`config.mk`:
```
export PLATFORM = sky130hd
export DESIGN_NAME = page_status_regs
export DESIGN_NICKNAME = d
export VERILOG_FILES = /design/src/include/page_status_pkg.sv /design/src/page_status_regs.sv
export SDC_FILE = /design/constraint.sdc
export NUM_CORES = 1
export LEC_CHECK = 0
export BUFFER_PORTS_ARGS = -buffer_cell sky130_fd_sc_hd__buf_4
export CAP_MARGIN = 10
export CORE_UTILIZATION = 25
export DETAILED_ROUTE_END_ITERATION = 8
export HOLD_SLACK_MARGIN = 0.02
export PLACE_DENSITY = 0.45
export SYNTH_ARGS = -nofsm -noshare
export SYNTH_HDL_FRONTEND = slang
export SYNTH_SLANG_ARGS = --single-unit
```
`constraint.sdc`:
```
create_clock -name clock -period 2.8 [get_ports clock]
set_clock_uncertainty 0.2 [all_clocks]
set_input_delay 0 -clock clock [delete_from_list [all_inputs] [get_ports clock]]
set_output_delay 0 -clock clock [all_outputs]
set_load 0.02 [all_outputs]
```
`src/include/page_status_pkg.sv`:
```
// constants for the page select and status register bank
package page_status_pkg;
  // page control layout
  localparam int          PAGE_W          = 3;
  localparam int          LOCAL_W         = 7;
  localparam int          ADDR_W          = 9;
  localparam int          AUTO_RETURN_BIT = 7;
  localparam int          WRITE_MODE_BIT  = 6;
  localparam logic [2:0]  PAGE_ZERO       = 3'h0;
  localparam logic [2:0]  PAGE_MAX        = 3'h2;
  localparam logic [7:0]  PAGE_CTRL_MASK  = 8'hc7;
  localparam logic [7:0]  PAGE_CTRL_RST   = 8'h00;
  localparam logic [6:0]  PAGE_CTRL_LOCAL = 7'h00;

  // status registers
  localparam logic [8:0]  INPUT_LEVEL_ADDR  = 9'h050;
  localparam logic [8:0]  FAULT_POWER_ADDR  = 9'h051;
  localparam int          GEN_INPUTS        = 5;
  localparam int          CONV_B_ILIM_BIT   = 5;
  localparam int          CONV_A_ILIM_BIT   = 4;
  localparam int          TSD_BIT           = 3;
  localparam int          TWARN_BIT         = 2;
  localparam int          PGOOD_B_BIT       = 1;
  localparam int          PGOOD_A_BIT       = 0;

  // plain read/write registers held by the bank
  localparam int          NUM_RW    = 20;
  localparam int          RW_IDX_W  = 5;
  localparam logic [7:0]  RW_RST    = 8'h00;
  localparam logic [8:0]  RW_ADDR [NUM_RW] = '{
    9'h05e, 9'h0d1, 9'h0d2, 9'h0d3, 9'h0d5, 9'h0d6, 9'h0d7, 9'h0d8, 9'h0d9, 9'h0da,
    9'h101, 9'h104, 9'h105, 9'h140, 9'h143, 9'h144, 9'h145, 9'h146, 9'h147, 9'h148};

  localparam logic [7:0]  READ_NONE = 8'h00;

  typedef enum logic [1:0] {
    FR_IDLE = 2'b00,
    FR_ADDR = 2'b01,
    FR_DATA = 2'b10
  } frame_state_t;
endpackage : page_status_pkg

```
`src/page_status_regs.sv`:
```
// page selection, register storage and live status for the host register bank
// Notes on behaviour
// - auto-return clears page after access completes
// - write-mode bit picks page or repeated write
// - four-wire frames ignore the write-mode bit
// - page 0/1/2 reach their own address windows
// - status reads return live sampled signals
// - status bit 5 follows converter B limit
// - status bit 4 follows converter A limit
// - status bit 3 follows thermal shutdown
// - status bit 2 follows thermal warning
// - repeated write alternates address and data
// - write-mode change applies from next frame
// - page write advances pointer per data byte
`timescale 1ns/1ps
`default_nettype none
module page_status_regs
  import page_status_pkg::*;
(
  // clock and reset
  input  wire logic               clock,
  input  wire logic               rst,
  // frame events from the serial front end
  input  wire logic               frame_start,
  input  wire logic               frame_stop,
  input  wire logic               wire4_sel,
  // received byte strobe
  input  wire logic               byte_valid,
  input  wire logic [7:0]         byte_data,
  // read request and answer
  input  wire logic               rd_req,
  output logic      [7:0]         rd_data,
  output logic                    rd_valid,
  output logic                    byte_ack,
  // monitored signals, asynchronous
  input  wire logic [GEN_INPUTS-1:0] gen_input,
  input  wire logic               conv_a_current_limited,
  input  wire logic               conv_b_current_limited,
  input  wire logic               thermal_shutdown_flag,
  input  wire logic               thermal_warn_flag,
  input  wire logic               conv_a_power_good,
  input  wire logic               conv_b_power_good,
  // page control state
  output logic      [PAGE_W-1:0]  page_sel,
  output logic                    write_mode
);

  frame_state_t          state_r;
  logic                  repeat_r;
  logic [LOCAL_W-1:0]    ptr_r;
  logic [7:0]            page_ctrl_r;
  logic [7:0]            rw_regs_r [NUM_RW];
  logic [7:0]            rd_data_r;
  logic                  rd_valid_r;
  logic                  ack_r;
  logic [PAGE_W-1:0]     page_sel_r;
  logic                  write_mode_r;

  // synchroniser stages for the monitored signals
  logic [GEN_INPUTS-1:0] gen_s1_r;
  logic [GEN_INPUTS-1:0] gen_s2_r;
  logic [5:0]            flt_s1_r;
  logic [5:0]            flt_s2_r;

  logic                  in_frame;
  logic                  byte_taken;
  logic                  data_write;
  logic [ADDR_W-1:0]     cur_addr;
  logic                  map_ok;
  logic                  is_page_ctrl;
  logic                  rw_hit;
  logic [RW_IDX_W-1:0]   rw_idx;
  logic [7:0]            fault_live;
  logic [7:0]            input_live;
  logic [7:0]            rd_nxt;

  always_ff @(posedge clock) begin
    if (rst) begin
      gen_s1_r <= '0;
      gen_s2_r <= '0;
      flt_s1_r <= '0;
      flt_s2_r <= '0;
    end else begin
      gen_s1_r <= gen_input;
      gen_s2_r <= gen_s1_r;
      flt_s1_r <= {conv_b_current_limited, conv_a_current_limited, thermal_shutdown_flag,
                   thermal_warn_flag, conv_b_power_good, conv_a_power_good};
      flt_s2_r <= flt_s1_r;
    end
  end

  // live status images, reserved bits zero
  always_comb begin
    input_live = READ_NONE;
    input_live[GEN_INPUTS-1:0] = gen_s2_r;
    fault_live = READ_NONE;
    fault_live[CONV_B_ILIM_BIT] = flt_s2_r[5];
    fault_live[CONV_A_ILIM_BIT] = flt_s2_r[4];
    fault_live[TSD_BIT]         = flt_s2_r[3];
    fault_live[TWARN_BIT]       = flt_s2_r[2];
    fault_live[PGOOD_B_BIT]     = flt_s2_r[1];
    fault_live[PGOOD_A_BIT]     = flt_s2_r[0];
  end

  // address window from page and local pointer
  always_comb begin
    map_ok       = (page_ctrl_r[PAGE_W-1:0] <= PAGE_MAX);
    cur_addr     = {page_ctrl_r[1:0], ptr_r};
    is_page_ctrl = (ptr_r == PAGE_CTRL_LOCAL);
    rw_hit       = 1'b0;
    rw_idx       = '0;
    for (int i = 0; i < NUM_RW; i++) begin
      if (RW_ADDR[i] == cur_addr) begin
        rw_hit = map_ok;
        rw_idx = RW_IDX_W'(i);
      end
    end
  end

  assign in_frame   = (state_r != FR_IDLE);
  assign byte_taken = byte_valid && in_frame && !frame_start && !frame_stop;
  assign data_write = byte_taken && (state_r == FR_DATA);

  // frame sequencing and address pointer
  always_ff @(posedge clock) begin
    if (rst) begin
      state_r  <= FR_IDLE;
      repeat_r <= 1'b0;
      ptr_r    <= '0;
    end else if (frame_start) begin
      state_r  <= FR_ADDR;
      repeat_r <= page_ctrl_r[WRITE_MODE_BIT] && !wire4_sel;
    end else if (frame_stop) begin
      state_r  <= FR_IDLE;
    end else if (byte_taken) begin
      case (state_r)
        FR_ADDR: begin
          ptr_r   <= byte_data[LOCAL_W-1:0];
          state_r <= FR_DATA;
        end
        FR_DATA: begin
          if (repeat_r) begin
            state_r <= FR_ADDR;
          end else begin
            ptr_r <= ptr_r + 7'h01;
          end
        end
        default: state_r <= FR_IDLE;
      endcase
    end else if (rd_req && in_frame && !repeat_r) begin
      ptr_r <= ptr_r + 7'h01;
    end
  end

  // page control register, one copy seen from each of pages 0 to 2
  always_ff @(posedge clock) begin
    if (rst) begin
      page_ctrl_r <= PAGE_CTRL_RST;
    end else if (frame_stop && page_ctrl_r[AUTO_RETURN_BIT]) begin
      page_ctrl_r[PAGE_W-1:0] <= PAGE_ZERO;
    end else if (data_write && map_ok && is_page_ctrl) begin
      page_ctrl_r <= byte_data & PAGE_CTRL_MASK;
    end
  end

  always_ff @(posedge clock) begin
    if (rst) begin
      for (int i = 0; i < NUM_RW; i++) begin
        rw_regs_r[i] <= RW_RST;
      end
    end else if (data_write && rw_hit) begin
      rw_regs_r[rw_idx] <= byte_data;
    end
  end

  // read mux, status sampled in the read cycle
  always_comb begin
    rd_nxt = READ_NONE;
    if (map_ok) begin
      if (is_page_ctrl) begin
        rd_nxt = page_ctrl_r;
      end else if (cur_addr == INPUT_LEVEL_ADDR) begin
        rd_nxt = input_live;
      end else if (cur_addr == FAULT_POWER_ADDR) begin
        rd_nxt = fault_live;
      end else if (rw_hit) begin
        rd_nxt = rw_regs_r[rw_idx];
      end
    end
  end

  always_ff @(posedge clock) begin
    if (rst) begin
      rd_data_r  <= READ_NONE;
      rd_valid_r <= 1'b0;
      ack_r      <= 1'b0;
    end else begin
      rd_valid_r <= rd_req && in_frame;
      ack_r      <= byte_taken;
      if (rd_req && in_frame) begin
        rd_data_r <= rd_nxt;
      end
    end
  end

  always_ff @(posedge clock) begin
    if (rst) begin
      page_sel_r   <= PAGE_ZERO;
      write_mode_r <= 1'b0;
    end else begin
      page_sel_r   <= page_ctrl_r[PAGE_W-1:0];
      write_mode_r <= page_ctrl_r[WRITE_MODE_BIT];
    end
  end

  assign rd_data    = rd_data_r;
  assign rd_valid   = rd_valid_r;
  assign byte_ack   = ack_r;
  assign page_sel   = page_sel_r;
  assign write_mode = write_mode_r;
endmodule : page_status_regs
`default_nettype wire

```
* Word-level counts from Yosys, hierarchy flattened
Memory sizes are Yosys's and may differ from the RTL's. Index checks and enable logic that the tools add are counted.
Cells by class: bitwise gates (word level) 3, multiplexer cells 61, add/sub/neg operators 1, equal/unequal tests 28, reductions and logical operators 26, order comparisons 1
Operators by type and width (count):
- 2-to-1 mux 5 bit | 19
- equality test 9 bit, first input constant | 10
- equality test 8 x 9 -> 1 bit, first input constant | 9
- 2-to-1 mux 8 bit | 6
- 2-to-1 mux 1 bit | 30
- 2-to-1 mux 7 bit | 3
- equality test 9 x 7 -> 1 bit, second input constant | 2
- one-hot mux 7 bit (2 select lines) | 1
- logical AND 1 bit | 11
- equality test 7 x 9 -> 1 bit, first input constant | 1
- OR reduction 8 bit | 1
- adder 7 x 1 -> 7 bit, second input constant | 1
- logical NOT 7 bit | 1
- AND reduction 2 bit | 3
- AND reduction 5 bit | 1
- logical NOT 1 bit | 4
- != test 4 bit, second input constant | 1
- one-hot mux 2 bit (2 select lines) | 1
- nonzero test 2 bit | 2
- <= comparator 3 x 2 -> 1 bit, second input constant | 1
- != test 3 x 1 -> 1 bit, second input constant | 1
- != test 3 bit, second input constant | 1
- inverter 1 bit | 3
- nonzero test 3 bit | 1
- other kinds (6) | 6
Word-level totals: logic and storage cells 136, bits of input ports 26, memory bits (writable) 160, memories 1, flip-flop bits (word level) 51, output and inout bits 14
Memories:
- rw_regs_r | depth 20, bits a word 8, read ports 1, clocked after Yosys merged registers in 0, wr ports 20, line page_status_regs.sv:52 | logic [7:0] rw_regs_r [NUM_RW];

* Logic depth before layout (Yosys ltp)
depth in word-level cells 27, mapped depth 14

* Worst setup path after synthesis
No wires, ideal clock.
path kind flip-flop to flip-flop, from register ptr_r[0], to memory rw_regs_r[1][0] (enable), setup slack -311 ps, period minus slack after synthesis 3111 ps, library setup time 329 ps, cell stages (with the launch flop) 12, required time 2271 ps, arrival time 2581 ps, path through dfxtp_1 -> inv_1 -> ha_1 -> clkbuf_1 -> or3_1 -> a21oi_1 -> nor2_1 -> nor3_1 -> and2_1 -> nand2_1 -> nor2_1 -> or2_1
RTL lines:
- start: declaration | line page_status_regs.sv:50 | logic [LOCAL_W-1:0] ptr_r;
- start signal: assignment | line page_status_regs.sv:138 | ptr_r <= byte_data[LOCAL_W-1:0];
- start signal: assignment | line page_status_regs.sv:145 | ptr_r <= ptr_r + 7'h01;
- start signal: assignment | line page_status_regs.sv:151 | ptr_r <= ptr_r + 7'h01;
- end: declaration | line page_status_regs.sv:52

* Final worst setup path
from register ptr_r[0], to register rd_data_r[2] (netlist: rd_data[2])
On the way: word-level cells in the longest chain between the ends 26
RTL lines:
- equality test 8 x 9 -> 1 bit / equality test 7 x 9 -> 1 bit (equally long branches) | line page_status_regs.sv:113 | if (RW_ADDR[i] == cur_addr) begin
- 2-to-1 mux 1 bit | line page_status_regs.sv:113
- 2-to-1 mux 5 bit / 2-to-1 mux 1 bit (equally long branches) (18 in a row) | line page_status_regs.sv:113
- memory read (20 x 8 bit) / 2-to-1 mux 1 bit (equally long branches)
- 2-to-1 mux 8 bit | line page_status_regs.sv:186 | end else if (rw_hit) begin
- 2-to-1 mux 8 bit | line page_status_regs.sv:184 | end else if (cur_addr == FAULT_POWER_ADDR) begin
- 2-to-1 mux 8 bit | line page_status_regs.sv:182 | end else if (cur_addr == INPUT_LEVEL_ADDR) begin
- 2-to-1 mux 8 bit (*) | line page_status_regs.sv:180 | if (is_page_ctrl) begin
- 2-to-1 mux 8 bit (*) | line page_status_regs.sv:179 | if (map_ok) begin
- end signal: assignment | line page_status_regs.sv:201 | rd_data_r <= rd_nxt;
- end: declaration | line page_status_regs.sv:53 | logic [7:0] rd_data_r;
Mark *: on every way between the ends. The rest lies on a longest branch, timed or not. A chain may end at the register's enable or synchronous reset.

==> metrics.yaml <==
dieArea_mm2: 0.0411
diodes: 0
path_clk_slew_ns: 0.07
ys.flop_type: "edfxtp_1"
fin_util_pct: 36.8
wl_per_cell_um: 19.7
syn_area_per_cell_um2: 10.9
drt_iter0_markers: 488
status: "finished, violations left"
arrival_ns: 3.28
synth_nets: 958
combPwrFrac_pct: 5.1
cts.sinks: 211
synth_edf_count: 160
layout_min_cycle_time_ns: 3.03
cts.htree.levels: 1
drive_gt1_share_pct: 39.7
firstDrtPassIters: 6
ys_ff_latch: 211
top_level_ports: 40
finalMaxSlewViolations: 0
seq_area_frac_synth_pct: 57.8
cts-root-buf: "clkbuf_16"
detail-route-antenna-nets: 0
area_growth_pct: 45.1
track_usage_pct: 16.4
start_util_pct: 25.4
rows: 73
clockBufferDepth: 3
p_leak_uw: 0.00543
cts_buffers: 25
path_class: "reg -> reg"
synth_warnings: 0
syn-cell-area_mm2: 0.0101
max_stage_delay_ns: 0.40
fillers: 3913
yosys.cell_types.count: 65
p_sw_uw: 1580
fin_nets: 1192
slowest_stage: "dfxtp_4"
crit_path_end_kind: "flop"
cts_tree: "done"
grt_antenna_before_repair: 0
hold_class: "in -> reg"
intPower_uw: 5570
layout_setup_ws_ns: -0.230
max_cap_viol_count: 0
grt_pass1_wl_mm: 50.6
fp.dieW_um: 203
clk_latency_ns: 0.54
gp_congestion: 0.842
dp.final_hpwl_mm: 23.0
powerDensity_mw_per_mm2: 489
finalSetupViolations: 312
grt_max_degree: 62
first_global_vias: 8082
core_mm2: 0.0397
critPathRequiredTime_ns: 3.05
die_y_um: 203
power_frac_seq_pct: 49.1
switching_share_pct: 22.1
max_slew_margin_pct: 49.0
netlist_instances: 928
async_flop_share_pct: 0
violations: "negative setup slack"
drt-total-wl_mm: 33.6
fin_tns_setup_ns: -47.88
path_cells: "ha_2, nand3b_1, a211oi_4, a21oi_2, buf_4, a21bo_4, nand2_8, buf_12, nand2_1, a32oi_2, nand4_1, buf_4, o211ai_1"
worstMarginPinSlew_ns: 0.765
grt_setup_unrepaired: "yes"
port_buffers: 39
drc: 0
power.share.clock_pct: 45.8
vdd_drop_max_mv: 0.389
path_max_fanout: 8
viasPerCell: 4.63
vias: 7886
fmax_mhz: 330
hold_violations: 0
grt_remaining_overflow: 0
fin_crit_sh_pct: 108
startpoint_type: "flop"
crit_top_cell: "buf_4"
## through the flow
stage	cell area (um2)	hold slack (ns)	cells	setup slack [ns]	power [uW]
6_report	14600	0.0429	1705	-0.230	7150
5_1_grt	14600	0.0537	1705	-0.322	7370
4_1_cts	14300	0.0200	1695	-0.231	7220
3_5_place_dp	12500	0.0119	1598	-0.454	3880
3_3_place_gp	12500	0.0115	1598	-0.415	3880
2_1_floorplan	10400	-0.124	928	-0.0288	3720
## timing repair
action	4_1_cts	5_1_grt
endpoints found under the setup margin	328	328
hold endpoints to repair	204	0
gates cloned	0	1
pin swaps	38	17
buffers inserted	16	9
resized for setup	143	46
hold buffers	36	0
## per-layer routing
| layer | track usage [%] | share of wire (%) |
|---|---|---|
| met1 | 21.8 | 45 |
| met2 | 27.4 | 47 |
| met3 | 2.34 | 4.4 |
| met4 | 5.26 | 3.1 |
| met5 | 0 | 0 |
## layout make-up
type / instances / area (um2) / share of cell area [%]
Timing Repair Buffer: 264 / 2440 / 16.7
Tap cell: 525 / 657 / 4.49
Clock inverter: 10 / 98.8 / 0.675
Clock buffer: 35 / 716 / 4.89
Sequential cell: 211 / 5840 / 39.9
Multi-Input combinational cell: 650 / 4840 / 33.1
Inverter: 10 / 42.5 / 0.291
## synth_stat cells, types with 6 or more instances
cell	count	share of area, %
nor3_1	18	0.89
a21oi_1	20	0.99
a31oi_1	11	0.68
o22ai_1	10	0.62
o211ai_1	6	0.45
nand2b_1	8	0.50
dfxtp_1	51	10
and3_1	8	0.50
edfxtp_1	160	48
nor2b_1	34	2.1
a22oi_1	6	0.45
buf_2	7	0.35
and2_1	166	10
clkbuf_1	38	1.4
nand3_1	28	1.4
mux2i_1	28	2.8
or2_2	19	1.2
o21ai_0	22	1.1
nor2_1	55	2.0
nand4_1	13	0.81
inv_1	10	0.37
nand2_1	113	4.2
## final timing paths
check,from,endpoint,slack [ns],cells after the start
setup / recovery,ptr_r[0]$_SDFFE_PP0P_,rd_data[2]$_SDFFE_PP0P_,-0.23,13
hold reg to reg,gen_s1_r[3]$_SDFF_PP0_,gen_s2_r[3]$_SDFF_PP0_,0.23,1
setup reg to reg,ptr_r[0]$_SDFFE_PP0P_,rd_data[2]$_SDFFE_PP0P_,-0.23,13
hold / removal,thermal_warn_flag,flt_s1_r[2]$_SDFF_PP0_,0.04,3
## cell usage in the layout, fill, tap and decap left out, drive strengths merged, types with 5 or more instances in the layout
master and instances:
dlygate4sd3 36, o21ai 26, buf 227, o22ai 10, or3 5, and2 166
a221oi 5, nor2 55, and3 8, mux2 5, nor2b 34, edfxtp 160
nand2b 8, mux2i 28, nor3 19, dfxtp 51, a22oi 6, or2 21
o211ai 6, mux4 5, a31oi 11, clkinv 7, nand2 115, a32oi 5
inv 11, nand4 13, a211oi 5, clkbuf 36, nand3 28, a21oi 21
## worst max-delay path, delay by kind of cell, from the launching register on
family / cells / cell delay [ns]
AO/OA/AOI/OAI: 5 / 1.06
AND/OR/NAND/NOR: 4 / 0.57
adder cells (fa/ha/maj): 1 / 0.24
flip-flops: 1 / 0.40
buffers and inverters: 3 / 0.48
## state kept, by name, indices dropped and copies added (netlist names)
name / count
rw_regs_r: 160
rd_data: 8
ptr_r: 7
flt_s1_r: 6
flt_s2_r: 6
gen_s1_r: 5
gen_s2_r: 5
page_ctrl_r: 5
page_sel: 3
state_r: 2
byte_ack: 1
rd_valid: 1
repeat_r: 1
write_mode: 1
## power by group through the flow
stage | Clock [uW] | Combinational [uW] | Sequential (uW)
floorplan | 0 | 163 | 3550
global placement | 0 | 305 | 3580
detailed placement | 0 | 304 | 3580
CTS | 3340 | 361 | 3510
global route | 3450 | 394 | 3520
finish | 3280 | 363 | 3510
## kinds of logic (layout without fill, tap and decap cells)
group	count (synthesis)	in the layout	share of synthesized area (%)
AND/OR/NAND/NOR	482	482	25.6
buffers and inverters	67	319	2.92
adder cells (fa/ha/maj)	4	4	0.496
flip-flops	211	211	57.8
multiplexers	38	38	4.46
AO/OA/AOI/OAI	126	126	8.72
No activity file was read; power rests on OpenSTA's default activity.
